File: config.mk
export PLATFORM = sky130hd
export DESIGN_NAME = pcmd_decoder
export DESIGN_NICKNAME = d
export VERILOG_FILES = /design/src/rtl/pcmd_pkg.sv /design/src/rtl/pcmd_decoder.sv
export SDC_FILE = /design/constraint.sdc
export NUM_CORES = 1
export LEC_CHECK = 0
export ABC_AREA = 1
export ABC_CLOCK_PERIOD_IN_PS = 8400
export BUFFER_PORTS_ARGS = -buffer_cell sky130_fd_sc_hd__buf_2
export CORE_MARGIN = 1.5
export CORE_UTILIZATION = 35
export CTS_CLUSTER_DIAMETER = 200
export DETAILED_ROUTE_END_ITERATION = 16
export REMOVE_ABC_BUFFERS = 1
export SYNTH_ARGS = -nofsm -noshare
export SYNTH_HDL_FRONTEND = slang
export SYNTH_SLANG_ARGS = --single-unit
File: constraint.sdc
create_clock -name sys_clk -period 8.4 [get_ports sys_clk]
set_input_delay 0 -clock sys_clk [delete_from_list [all_inputs] [get_ports sys_clk]]
set_output_delay 0 -clock sys_clk [all_outputs]
set_load 0.01 [all_outputs]
File: src/rtl/pcmd_pkg.sv
`default_nettype none
package pcmd_pkg;
	// Sampling clock rate
	localparam int CLK_MHZ = 100;
	// Switch protection times
	localparam int SHORT_NS = 850;
	localparam int SHORT_CYC = SHORT_NS * CLK_MHZ / 1000;
	localparam int BLANK_NS = 200;
	localparam int BLANK_CYC = (BLANK_NS * CLK_MHZ + 999) / 1000;
	localparam int MAXON_US = 50;
	localparam int MAXON_CYC = MAXON_US * CLK_MHZ;
	// Pulse line glitch rejection
	localparam int GLITCH_US = 4;
	localparam int GLITCH_CYC = GLITCH_US * CLK_MHZ;
	// Decode window, accurate range and default length
	localparam int WIN_MIN_US = 1900;
	localparam int WIN_MAX_US = 31000;
	localparam int WIN_DEF_CYC = WIN_MIN_US * CLK_MHZ;
	// Edge counter
	localparam int CNT_W = 3;
	localparam logic [2:0] CNT_SAT = 3'h5;
	localparam logic [2:0] CNT_LAST_OK = 3'h4;
	// Register byte addresses
	localparam logic [3:0] ADDR_WINLEN = 4'h0;
	localparam logic [3:0] ADDR_STATUS = 4'h4;
	// Status field positions
	localparam int ST_CNT_LSB = 0;
	localparam int ST_COMM_FLT = 4;
	localparam int ST_SW_ERR = 5;
	localparam int ST_UVLO = 6;
	localparam int ST_WIN = 7;
	localparam int ST_RUN = 8;
	localparam int ST_SERIAL = 9;
	localparam int ST_SW_EN = 10;
	localparam int ST_LVL_LSB = 12;
	// Output level codes for the analog stage
	typedef enum logic [3:0] {
		LVL_CELL, LVL_SENSE, LVL_TEMP, LVL_FAULT, LVL_SWERR,
		LVL_HS1, LVL_HS2, LVL_HS3, LVL_HS4
	} pcmd_level_t;
	// Serial sequencer states
	typedef enum logic [1:0] {ST_OFF, ST_WINDOW, ST_ACTIVE} pcmd_state_t;
endpackage
`default_nettype wire

File: src/rtl/pcmd_decoder.sv
// The Wishbone register port and the address map were chosen for this implementation.
`timescale 1ns/100ps
`default_nettype none
module pcmd_decoder
	import pcmd_pkg::*;
#(
	parameter int MAXON_CYCLES = MAXON_CYC,
	parameter int WIN_DEF_CYCLES = WIN_DEF_CYC
)(
	input wire logic sys_clk,
	input wire logic sys_rst,
	input wire logic wb_cyc_i,
	input wire logic wb_stb_i,
	input wire logic wb_we_i,
	input wire logic [3:0] wb_adr_i,
	input wire logic [3:0] wb_sel_i,
	input wire logic [31:0] wb_dat_i,
	output logic [31:0] wb_dat_o,
	output logic wb_ack_o,
	input wire logic pulse_n_pin,
	input wire logic mode_pin,
	input wire logic discharge_enable_io_i,
	output logic discharge_enable_io_o,
	output logic discharge_enable_io_oe,
	input wire logic switch_on,
	input wire logic current_trip,
	input wire logic clamp_active,
	input wire logic uvlo,
	output logic switch_en,
	output logic window_timer_pin,
	output logic power_latch,
	output var pcmd_level_t out_level
);
	// Handshake level for a running count
	function automatic pcmd_level_t hs_level(input logic [2:0] c);
		case (c)
			3'h1: hs_level = LVL_HS1;
			3'h2: hs_level = LVL_HS2;
			3'h3: hs_level = LVL_HS3;
			3'h4: hs_level = LVL_HS4;
			default: hs_level = LVL_FAULT;
		endcase
	endfunction

	// Measurement selected by a final count
	function automatic pcmd_level_t mode_level(input logic [2:0] c);
		case (c)
			3'h1: mode_level = LVL_CELL;
			3'h2: mode_level = LVL_SENSE;
			3'h3, 3'h4: mode_level = LVL_TEMP;
			default: mode_level = LVL_FAULT;
		endcase
	endfunction

	logic [1:0] pulse_sy_q, mode_sy_q, discharge_enable_io_sy_q, on_sy_q, trip_sy_q, clamp_sy_q, uvlo_sy_q;
	logic pulse_f_q, pulse_prev_q;
	logic [8:0] gl_cnt_q;
	logic [15:0] on_cnt_q;
	logic [4:0] clamp_cnt_q;
	logic [31:0] win_cnt_q, win_len_q;
	logic [2:0] cnt_q;
	logic comm_fault_q, swerr_q, switch_en_q, timer_q, latch_q, discharge_enable_io_o_q, discharge_enable_io_oe_q, ack_q;
	logic [31:0] dat_q;
	pcmd_state_t state_q;
	pcmd_level_t level_q, level_d;
	logic serial, fall, win_end, swerr_set, en_d;

	// Two-stage synchronisers; only the second stage is read by logic
	always_ff @(posedge sys_clk or posedge sys_rst)
	begin
		if (sys_rst)
		begin
			pulse_sy_q <= 2'h3;
			mode_sy_q <= 2'h0;
			discharge_enable_io_sy_q <= 2'h0;
			on_sy_q <= 2'h0;
			trip_sy_q <= 2'h0;
			clamp_sy_q <= 2'h0;
			uvlo_sy_q <= 2'h0;
		end
		else
		begin
			pulse_sy_q <= {pulse_sy_q[0], pulse_n_pin};
			mode_sy_q <= {mode_sy_q[0], mode_pin};
			discharge_enable_io_sy_q <= {discharge_enable_io_sy_q[0], discharge_enable_io_i};
			on_sy_q <= {on_sy_q[0], switch_on};
			trip_sy_q <= {trip_sy_q[0], current_trip};
			clamp_sy_q <= {clamp_sy_q[0], clamp_active};
			uvlo_sy_q <= {uvlo_sy_q[0], uvlo};
		end
	end

	assign serial = ~mode_sy_q[1];
	assign fall = pulse_prev_q & ~pulse_f_q;

	// Glitch filter: a level must persist past the reject time to count
	always_ff @(posedge sys_clk or posedge sys_rst)
	begin
		if (sys_rst)
		begin
			pulse_f_q <= 1'b1;
			pulse_prev_q <= 1'b1;
			gl_cnt_q <= 9'h000;
		end
		else
		begin
			pulse_prev_q <= pulse_f_q;
			if (pulse_sy_q[1] == pulse_f_q)
				gl_cnt_q <= 9'h000;
			else if (gl_cnt_q == 9'(GLITCH_CYC))
			begin
				pulse_f_q <= pulse_sy_q[1];
				gl_cnt_q <= 9'h000;
			end
			else
				gl_cnt_q <= gl_cnt_q + 9'h001;
		end
	end

	// Switch on-time and clamp-time counters, saturating
	always_ff @(posedge sys_clk or posedge sys_rst)
	begin
		if (sys_rst)
		begin
			on_cnt_q <= 16'h0000;
			clamp_cnt_q <= 5'h00;
		end
		else
		begin
			if (!on_sy_q[1])
				on_cnt_q <= 16'h0000;
			else if (on_cnt_q != 16'hFFFF)
				on_cnt_q <= on_cnt_q + 16'h0001;
			if (!clamp_sy_q[1])
				clamp_cnt_q <= 5'h00;
			else if (clamp_cnt_q != 5'h1F)
				clamp_cnt_q <= clamp_cnt_q + 5'h01;
		end
	end

	// Any protection trip; a short shows as a trip soon after turn-on
	assign swerr_set = (on_sy_q[1] && trip_sy_q[1] && on_cnt_q < 16'(SHORT_CYC))
		|| (on_cnt_q >= 16'(MAXON_CYCLES))
		|| (clamp_cnt_q > 5'(BLANK_CYC));

	// Switch error latch; in serial mode powering down is the part reset
	always_ff @(posedge sys_clk or posedge sys_rst)
	begin
		if (sys_rst)
			swerr_q <= 1'b0;
		else if (swerr_set)
			swerr_q <= 1'b1;
		else if (serial && state_q == ST_OFF)
			swerr_q <= 1'b0;
	end

	assign win_end = state_q == ST_WINDOW && win_cnt_q >= win_len_q - 32'h1;

	// Serial sequencer: off, decode window, active
	always_ff @(posedge sys_clk or posedge sys_rst)
	begin
		if (sys_rst)
		begin
			state_q <= ST_OFF;
			win_cnt_q <= 32'h0;
			cnt_q <= 3'h0;
		end
		else if (!serial)
			state_q <= ST_OFF;
		else
		begin
			case (state_q)
				ST_OFF:
				begin
					if (fall)
					begin
						state_q <= ST_WINDOW;
						win_cnt_q <= 32'h0;
						cnt_q <= 3'h0;
					end
				end
				ST_WINDOW:
				begin
					win_cnt_q <= win_cnt_q + 32'h1;
					if (fall && cnt_q != CNT_SAT)
						cnt_q <= cnt_q + 3'h1;
					if (win_end)
						state_q <= ST_ACTIVE;
				end
				ST_ACTIVE:
				begin
					if (pulse_f_q)
						state_q <= ST_OFF;
				end
				default: state_q <= ST_OFF;
			endcase
		end
	end

	// Communication fault latch; set wins over the pulse-high clear
	always_ff @(posedge sys_clk or posedge sys_rst)
	begin
		if (sys_rst)
			comm_fault_q <= 1'b0;
		else if (state_q == ST_WINDOW && fall && cnt_q == CNT_LAST_OK)
			comm_fault_q <= 1'b1;
		else if (state_q == ST_WINDOW && uvlo_sy_q[1])
			comm_fault_q <= 1'b1;
		else if (win_end && cnt_q == 3'h0 && !fall)
			comm_fault_q <= 1'b1;
		else if (state_q == ST_OFF && pulse_f_q)
			comm_fault_q <= 1'b0;
	end

	// Output level; undervoltage dominates, then switch error
	always_comb
	begin
		level_d = LVL_TEMP;
		if (uvlo_sy_q[1])
			level_d = LVL_FAULT;
		else if (swerr_q)
			level_d = LVL_SWERR;
		else if (serial)
		begin
			case (state_q)
				ST_OFF: level_d = LVL_CELL;
				ST_WINDOW: level_d = comm_fault_q ? LVL_FAULT : hs_level(cnt_q);
				ST_ACTIVE: level_d = comm_fault_q ? LVL_FAULT : mode_level(cnt_q);
				default: level_d = LVL_CELL;
			endcase
		end
	end

	// Switching enable; undervoltage and switch error block it in both modes
	always_comb
	begin
		en_d = 1'b0;
		if (!uvlo_sy_q[1] && !swerr_q)
		begin
			if (!serial)
				en_d = !pulse_f_q && discharge_enable_io_sy_q[1];
			else
				en_d = state_q == ST_ACTIVE && !comm_fault_q && cnt_q >= 3'h1 && cnt_q <= 3'h3;
		end
	end

	// Registered pin outputs
	always_ff @(posedge sys_clk or posedge sys_rst)
	begin
		if (sys_rst)
		begin
			level_q <= LVL_CELL;
			switch_en_q <= 1'b0;
			timer_q <= 1'b0;
			latch_q <= 1'b0;
			discharge_enable_io_o_q <= 1'b0;
			discharge_enable_io_oe_q <= 1'b0;
		end
		else
		begin
			level_q <= level_d;
			switch_en_q <= en_d;
			timer_q <= serial && (state_q == ST_WINDOW || (state_q == ST_OFF && fall));
			latch_q <= serial && (state_q == ST_WINDOW ? !win_end : (state_q == ST_OFF && fall));
			discharge_enable_io_o_q <= serial && en_d;
			discharge_enable_io_oe_q <= serial;
		end
	end

	assign out_level = level_q;
	assign switch_en = switch_en_q;
	assign window_timer_pin = timer_q;
	assign power_latch = latch_q;
	assign discharge_enable_io_o = discharge_enable_io_o_q;
	assign discharge_enable_io_oe = discharge_enable_io_oe_q;

	// Wishbone slave: ack one cycle after the strobe, dropped the next
	always_ff @(posedge sys_clk or posedge sys_rst)
	begin
		if (sys_rst)
		begin
			ack_q <= 1'b0;
			dat_q <= 32'h0;
			win_len_q <= 32'(WIN_DEF_CYCLES);
		end
		else
		begin
			ack_q <= wb_cyc_i && wb_stb_i && !ack_q;
			dat_q <= 32'h0;
			if (wb_cyc_i && wb_stb_i && !ack_q)
			begin
				if (wb_we_i && wb_adr_i == ADDR_WINLEN)
				begin
					for (int b = 0; b < 4; b++)
						if (wb_sel_i[b])
							win_len_q[b*8 +: 8] <= wb_dat_i[b*8 +: 8];
				end
				else if (!wb_we_i && wb_adr_i == ADDR_WINLEN)
					dat_q <= win_len_q;
				else if (!wb_we_i && wb_adr_i == ADDR_STATUS)
				begin
					dat_q[ST_CNT_LSB +: 3] <= cnt_q;
					dat_q[ST_COMM_FLT] <= comm_fault_q;
					dat_q[ST_SW_ERR] <= swerr_q;
					dat_q[ST_UVLO] <= uvlo_sy_q[1];
					dat_q[ST_WIN] <= state_q == ST_WINDOW;
					dat_q[ST_RUN] <= state_q == ST_ACTIVE;
					dat_q[ST_SERIAL] <= serial;
					dat_q[ST_SW_EN] <= switch_en_q;
					dat_q[ST_LVL_LSB +: 4] <= level_q;
				end
			end
		end
	end

	assign wb_ack_o = ack_q;
	assign wb_dat_o = dat_q;

	// Checks
	property p_short;
		@(posedge sys_clk) disable iff (sys_rst)
		(on_sy_q[1] && trip_sy_q[1] && on_cnt_q < 16'(SHORT_CYC)) |=> swerr_q;
	endproperty
	a_short: assert property (p_short) else $error("early trip did not latch switch error");
	property p_swerr_off;
		@(posedge sys_clk) disable iff (sys_rst)
		swerr_q |=> !switch_en_q;
	endproperty
	a_swerr_off: assert property (p_swerr_off) else $error("switching with switch error");
	property p_uvlo;
		@(posedge sys_clk) disable iff (sys_rst)
		uvlo_sy_q[1] |=> (level_q == LVL_FAULT && !switch_en_q);
	endproperty
	a_uvlo: assert property (p_uvlo) else $error("undervoltage not shown as fault");
	property p_count;
		@(posedge sys_clk) disable iff (sys_rst)
		(serial && state_q == ST_WINDOW && fall && cnt_q < CNT_SAT) |=> cnt_q == $past(cnt_q) + 3'h1;
	endproperty
	a_count: assert property (p_count) else $error("edge not counted");
	property p_freeze;
		@(posedge sys_clk) disable iff (sys_rst)
		(state_q == ST_ACTIVE) |=> $stable(cnt_q);
	endproperty
	a_freeze: assert property (p_freeze) else $error("count changed after window");
	property p_over;
		@(posedge sys_clk) disable iff (sys_rst)
		(state_q == ST_WINDOW && cnt_q == CNT_SAT) |-> comm_fault_q;
	endproperty
	a_over: assert property (p_over) else $error("too many edges without fault");
	property p_winlen;
		@(posedge sys_clk) disable iff (sys_rst)
		$fell(window_timer_pin) && serial |-> $past(win_cnt_q) >= $past(win_len_q) - 32'h1;
	endproperty
	a_winlen: assert property (p_winlen) else $error("window ended early");
	property p_simple;
		@(posedge sys_clk) disable iff (sys_rst)
		(!serial && switch_en_q) |-> $past(!pulse_f_q && discharge_enable_io_sy_q[1]);
	endproperty
	a_simple: assert property (p_simple) else $error("simple mode enable wrong");
	property p_hold;
		@(posedge sys_clk) disable iff (sys_rst)
		(serial && state_q == ST_ACTIVE && !pulse_f_q) |=> state_q == ST_ACTIVE;
	endproperty
	a_hold: assert property (p_hold) else $error("disabled while pulse line low");
	property p_discharge_enable_io;
		@(posedge sys_clk) disable iff (sys_rst)
		serial |=> (discharge_enable_io_oe && discharge_enable_io_o == switch_en_q);
	endproperty
	a_discharge_enable_io: assert property (p_discharge_enable_io) else $error("discharge pin not tracking enable");
endmodule
`default_nettype wire

# Yosys cells after proc, flatten, opt, wreduce, memory -nomap -nowiden
# Index checks and enable logic that the tools add are counted.
[totals]
wordCells = 159
reg_bits = 159
[op_classes]
eq_ne = 19
n_bitwise = 4
muxes = 44
reduce_logical = 51
magnitude_cmp = 6
addsub = 6
[op_table]
columns = ["operator", "count"]
rows = [
  ["32-bit 2-to-1 mux", 3],
  ["32-bit case mux with 2 select lines", 1],
  ["16-bit 2-to-1 mux", 3],
  ["32-bit by 1-bit adder with 32-bit output, second input constant", 1],
  ["32-bit greater-or-equal comparator", 1],
  ["32-bit by 1-bit subtractor with 32-bit output, second input constant", 1],
  ["4-bit 2-to-1 mux", 7],
  ["1-bit logical AND", 25],
  ["9-bit 2-to-1 mux", 2],
  ["3-bit AND reduction", 6],
  ["16-bit by 1-bit adder with 16-bit output, second input constant", 1],
  ["16-bit by 13-bit greater-or-equal comparator with 1-bit output, second input constant", 1],
  ["16-bit by 7-bit less-than comparator with 1-bit output, second input constant", 1],
  ["16-bit != test, second input constant", 1],
  ["4-bit case mux with 4 select lines", 1],
  ["7-bit 2-to-1 mux", 2],
  ["3-bit 2-to-1 mux", 4],
  ["3-bit != test, second input constant", 4],
  ["2-bit case mux with 3 select lines", 2],
  ["1-bit 2-to-1 mux", 11],
  ["5-bit 2-to-1 mux", 2],
  ["9-bit by 1-bit adder with 9-bit output, second input constant", 1],
  ["9-bit equality test, second input constant", 1],
  ["1-bit logical NOT", 8],
  ["other kinds (29)", 40],
]

# Longest topological paths before layout
[logic_depth]
depth_word = 8
ltp_mapped = 20
depth_no_buf = 20

# Least setup slack after synthesis
# OpenSTA, ideal clock, no wires.
[synth_timing]
path_kind = "flip-flop to flip-flop"
from = "register win_len_q[0]"
to = "register state_q[1]"
t_arrival_ns = 2.525
slack_ns = 5.757
stages_incl_launch_ff = 19
n_path_buf = 0
required_time_ns = 8.283
setup_time_ns = 0.117
cell_sequence = "dfrtp_1 > inv_1 > ha_1 > nand3_2 > nor3_4 > inv_2 > nor2_4 > nand3_2 > nor2_2 > nand2_1 > xor2_1 > ha_1 > nand4_1 > nor3b_1 > nand2_1 > nand3_1 > nand2_1 > nand3_1 > nand2_1"
[synth_between]
elab_chain_len = 5
[synth_lines]
columns = ["item", "line_no", "source"]
rows = [
  ["from (decl)", "pcmd_decoder.sv:60", "logic [31:0] win_cnt_q, win_len_q;"],
  ["from (signal assigned)", "pcmd_decoder.sv:284", "win_len_q <= 32'(WIN_DEF_CYCLES);"],
  ["from (signal, indexed assignment)", "pcmd_decoder.sv:296", "win_len_q[b*8 +: 8] <= wb_dat_i[b*8 +: 8];"],
  ["32-bit by 1-bit subtractor with 32-bit output", "pcmd_decoder.sv:157", "assign win_end = state_q == ST_WINDOW && win_cnt_q >= win_len_q - 32'h1;"],
  ["32-bit greater-or-equal comparator", "pcmd_decoder.sv:157", ""],
  ["1-bit logical AND", "pcmd_decoder.sv:157", ""],
  ["3-bit != test (no line)", "n/a", ""],
  ["3-bit AND reduction (no line)", "n/a", ""],
  ["to (signal assigned)", "pcmd_decoder.sv:164", "state_q <= ST_OFF;"],
  ["to (signal assigned)", "pcmd_decoder.sv:169", "state_q <= ST_OFF;"],
  ["to (signal assigned)", "pcmd_decoder.sv:177", "state_q <= ST_WINDOW;"],
  ["to (decl)", "pcmd_decoder.sv:64", "pcmd_state_t state_q;"],
]
# Every way passes these cells.
# A chain may end at the register's enable or synchronous reset.

# Worst setup path in the final report
# Ends and elaborated chain as after synthesis.

==> metrics.md <==
| Metric | Value |
|---|---|
| Slew headroom | `0.333` |
| Critical path's most frequent cell | `nand2_1` |
| Simple-Gate Fraction of Synth Area | `0.267` |
| Worst-path clk slew | `0.07 ns` |
| Min Tclk post-route | `3.08 ns` |
| Hold path endpoint | `win_len_q[13]$_DFFE_PP1P_` |
| Worst-path cell chain | `inv_1, ha_1, nand3_2, nor3_4, inv_2, nor2_4, nand3_2, nor2_2, nand2_1, xor2_1, ha_1, nand2_1, o21ai_0, nand2_1, nand2_1, a21oi_1, nand3_1, nand2_1, nand3_1, nand2_1` |
| Max Fclk | `approximately 0.32 GHz` |
| Final setup fails | `0` |
| Synth-to-layout area growth | `21.2%` |
| CP Capture Type | `flop` |
| Reg2reg start | `win_len_q[0]$_DFFE_PP0P_` |
| Combinational family with the most area after synthesis | `simple AND/OR/NAND/NOR gates` |
| Antenna violations before repair | `0` |
| Outcome | `complete, no violations` |
| # H-tree levels | `4` |
| Mapped Cells | `around 1100` |
| Die Width | `162 µm` |
| Arrival time of the worst setup path | `~3.5 ns` |
| R2R setup slack | `between 5 and 6 ns` |
| RePlAce Congestion | `0.888` |
| Grt ovf | `0` |
| Later-pin clock latency in the skew report | `roughly 0.43 ns` |
| Max cap viols | `0` |
| WS Path Type | `reg -> reg` |
| DRT antenna net count | `0` |
| Flops & latches, synth | `approximately 160` |
| Die outline height | `between 150 and 200 µm` |
| Clock tree sinks | `approximately 160` |
| Tot Pwr | `about 1.8 mW` |
| Largest net degree at the start of global routing | `~90` |
| R2R Path End | `state_q[1]$_DFFE_PP0P_` |
| Via count | `7574` |
| Slowest cell delay on critical path | `between 0.4 and 0.5 ns` |
| TritonCTS buffer count | `17` |
| DR DRC count | `0` |
| Hold Slack | `between 0.1 and 0.15 ns` |
| Adder-cell area share of the yosys netlist | `0.0721` |
| Buffers on Ports | `93` |
| Clock Tree Buf Depth | `2` |
| Storage cell area | `roughly 4000 µm²` |
| Ports | `94` |
| CP max stage cell | `dfrtp_1` |
| Synth warn | `0` |
| Hold Startpoint | `wb_sel_i[1]` |
| Seq/Total Area, Yosys | `0.451` |
| Clock skew | `0.00732 ns` |
| Min-Delay Path Depth | `6` |
| Total GRT Usage | `0.183` |
| Period utilization | `0.367` |
| HP Class | `in -> reg` |
| Clock Tree Root | `clkbuf_16` |
| Row count | `58` |
| Routed WL per cell | `around 15 µm` |
| Antenna Cells | `0` |
| Avg Synthesized Cell Area | `a little over 8 µm²` |
| Multiplexer area fraction after synthesis | `0.00636` |
| Fin nets | `approximately 1300` |
| Util after Layout | `0.429` |
| R2r worst-path depth | `20` |
| Iteration-0 DRC Markers | `564` |
| Worst Max-Slew Pin Slew | `around 1 ns` |
| Crit-path max FO | `6` |
| Cell family with most CP delay | `simple AND/OR/NAND/NOR gates` |
| Pre-antenna DRT Iters | `5` |
| Cell variety after synth | `50` |
| Layout filler cell count | `2512` |
| Final hold vios | `0` |
| Multi-input gate area | `4220 µm²` |
| DP Wirelength | `~17 mm` |
| Initial core utilization | `0.354` |
| Pleak | `~5.2 nW` |
| Total wire length | `approximately 23 mm` |
| Mapped Area | `roughly 9000 µm²` |
| TritonCTS clock tree | `built` |
| Cell Pwr Density | `around 170 nW/µm²` |
| Peak VDD IR | `141 µV` |
| Postcts setup bufs | `0` |
| Buf/Inv on CP | `2` |
| Fraction of layout cells with a size suffix above 1 | `0.158` |
| First-pass GRT wire length | `about 38 mm` |
| Critical path required time | `approximately 9 ns` |
| Post-Synth XOR/XNOR Area | `0.0307` |
| Compound-Gate Fraction of Synth Area | `0.100` |
| Die area | `approximately 26000 µm²` |
| Vias/cell | `~4.8` |
| CP startpoint kind | `flop` |
| Max-slew violations | `0` |
| Core ar. | `around 25000 µm²` |
| RSZ-0062 raised after global routing | `no` |
| Setup TNS | `0 ns` |
| Vias in the first global route | `7654` |
## metrics by stage
stage          instances  setup slack [ns]  area (µm²)
2_1_floorplan       1060              4.13        8750
3_3_place_gp        1486              5.39        9660
3_5_place_dp        1486              5.32        9660
4_1_cts             1563              5.29       10700
5_1_grt             1563              5.05       10700
6_report            1563              5.32       10700
## cells in the mapped netlist, drive strengths merged
library cell | count | area, µm²
nand2 | 226 | 876
dfrtp | 147 | 3680
inv | 144 | 541
nor2 | 131 | 576
o21ai | 77 | 397
a21oi | 60 | 300
nor3 | 55 | 345
ha | 51 | 638
nand3 | 50 | 265
xor2 | 29 | 254
nand4 | 25 | 171
buf | 12 | 70.1
dfstp | 12 | 315
nor4 | 8 | 50.1
clkbuf | 7 | 26.3
a211oi | 5 | 37.5
a31oi | 5 | 31.3
mux2 | 5 | 56.3
o31ai | 4 | 30.0
nor3b | 3 | 22.5
o21a | 3 | 22.5
or2 | 3 | 18.8
a21o | 2 | 15.0
nand3b | 2 | 15.0
o22ai | 2 | 12.5
xnor2 | 2 | 17.5
a21boi | 1 | 7.51
and2 | 1 | 6.26
and3 | 1 | 6.26
and3b | 1 | 8.76
clkinv | 1 | 3.75
o2111ai | 1 | 8.76
o211a | 1 | 10.0
o211ai | 1 | 7.51
o21bai | 1 | 7.51
## sequential cells by signal, summed over array words and instances, names as in the netlist, 2 cells and up
signal and cells:
on_cnt_q 16, clamp_cnt_q 5, out_level 4, mode_sy_q 2, trip_sy_q 2, state_q 2
on_sy_q 2, wb_dat_o 32, win_len_q 32, pulse_sy_q 2, win_cnt_q 32, gl_cnt_q 9
discharge_enable_io_sy_q 2, clamp_sy_q 2, cnt_q 3, uvlo_sy_q 2
## layout by cell type, fill, tap and decap left out, types with 6 or more instances in the layout
cell type | netlist | layout
nand2_1 | 219 | 219
dfrtp_1 | 147 | 147
inv_1 | 138 | 137
nor2_1 | 113 | 113
buf_2 | 8 | 93
o21ai_0 | 71 | 71
a21oi_1 | 60 | 60
ha_1 | 51 | 51
nand3_1 | 47 | 47
nor3_1 | 46 | 45
dlygate4sd3_1 | 0 | 45
xor2_1 | 29 | 29
nand4_1 | 24 | 24
clkbuf_16 | 0 | 17
nor2_2 | 12 | 12
dfstp_2 | 12 | 12
nor4_1 | 8 | 8
inv_2 | 6 | 6
nor3_2 | 5 | 6
inv_6 | 0 | 6
## report_power, final
group,switching [mW],internal [mW]
registers,0.0274,0.797
logic,0.0877,0.0583
clock network,0.349,0.458
## tightest hold or removal path, delay by kind of cell
kind	cells	cell delay [ns]
AO/OA/AOI/OAI	1	0.07
buffers and inverters	2	0.28
AND/OR/NAND/NOR	3	0.17
## layout make-up
| cell class | count | share of cell area |
|---|---|---|
| well taps | 330 | 0.0385 |
| inverters | 145 | 0.0512 |
| multi-input cells | 756 | 0.394 |
| flip-flops and latches | 159 | 0.373 |
| clock inverters | 14 | 0.0158 |
| clock buffers | 18 | 0.0410 |
| repair buffers | 141 | 0.0875 |
## worst max path at each step
stage          depth (start not counted)                startpoint                    endpoint  slack [ns]
2_1_floorplan                          1                   sys_rst  clamp_cnt_q[0]$_DFFE_PP0P_        4.13
3_3_place_gp                          20  win_len_q[0]$_DFFE_PP0P_      state_q[1]$_DFFE_PP0P_        5.39
3_5_place_dp                          20  win_len_q[0]$_DFFE_PP0P_      state_q[1]$_DFFE_PP0P_        5.32
4_1_cts                               20  win_len_q[0]$_DFFE_PP0P_      state_q[1]$_DFFE_PP0P_        5.29
5_1_grt                               19  win_len_q[0]$_DFFE_PP0P_      state_q[1]$_DFFE_PP0P_        5.05
6_report                              20  win_len_q[0]$_DFFE_PP0P_      state_q[1]$_DFFE_PP0P_        5.32
## logic make-up (layout without fill, tap and decap cells)
logic type	Yosys count	after routing
simple gates	506	506
compound gates	163	163
flops	159	159
fa+ha+maj	51	51
mux	5	5
buf+inv	164	318
xor+xnor	31	31
## metal layers
layer	vias up	wire length [µm]	GRT usage
met5	-	0	0
met4	0	490	0.0663
met3	31	883	0.0345
met2	150	11500	0.311
met1	3591	10100	0.231
li1	3802	-	-
## what timing repair did
action / in CTS / in global routing
hold buffers: 45 / 0
resized for setup: 0 / 0
hold endpoints to repair: 135 / 0
(Power assumes the default switching activity.)
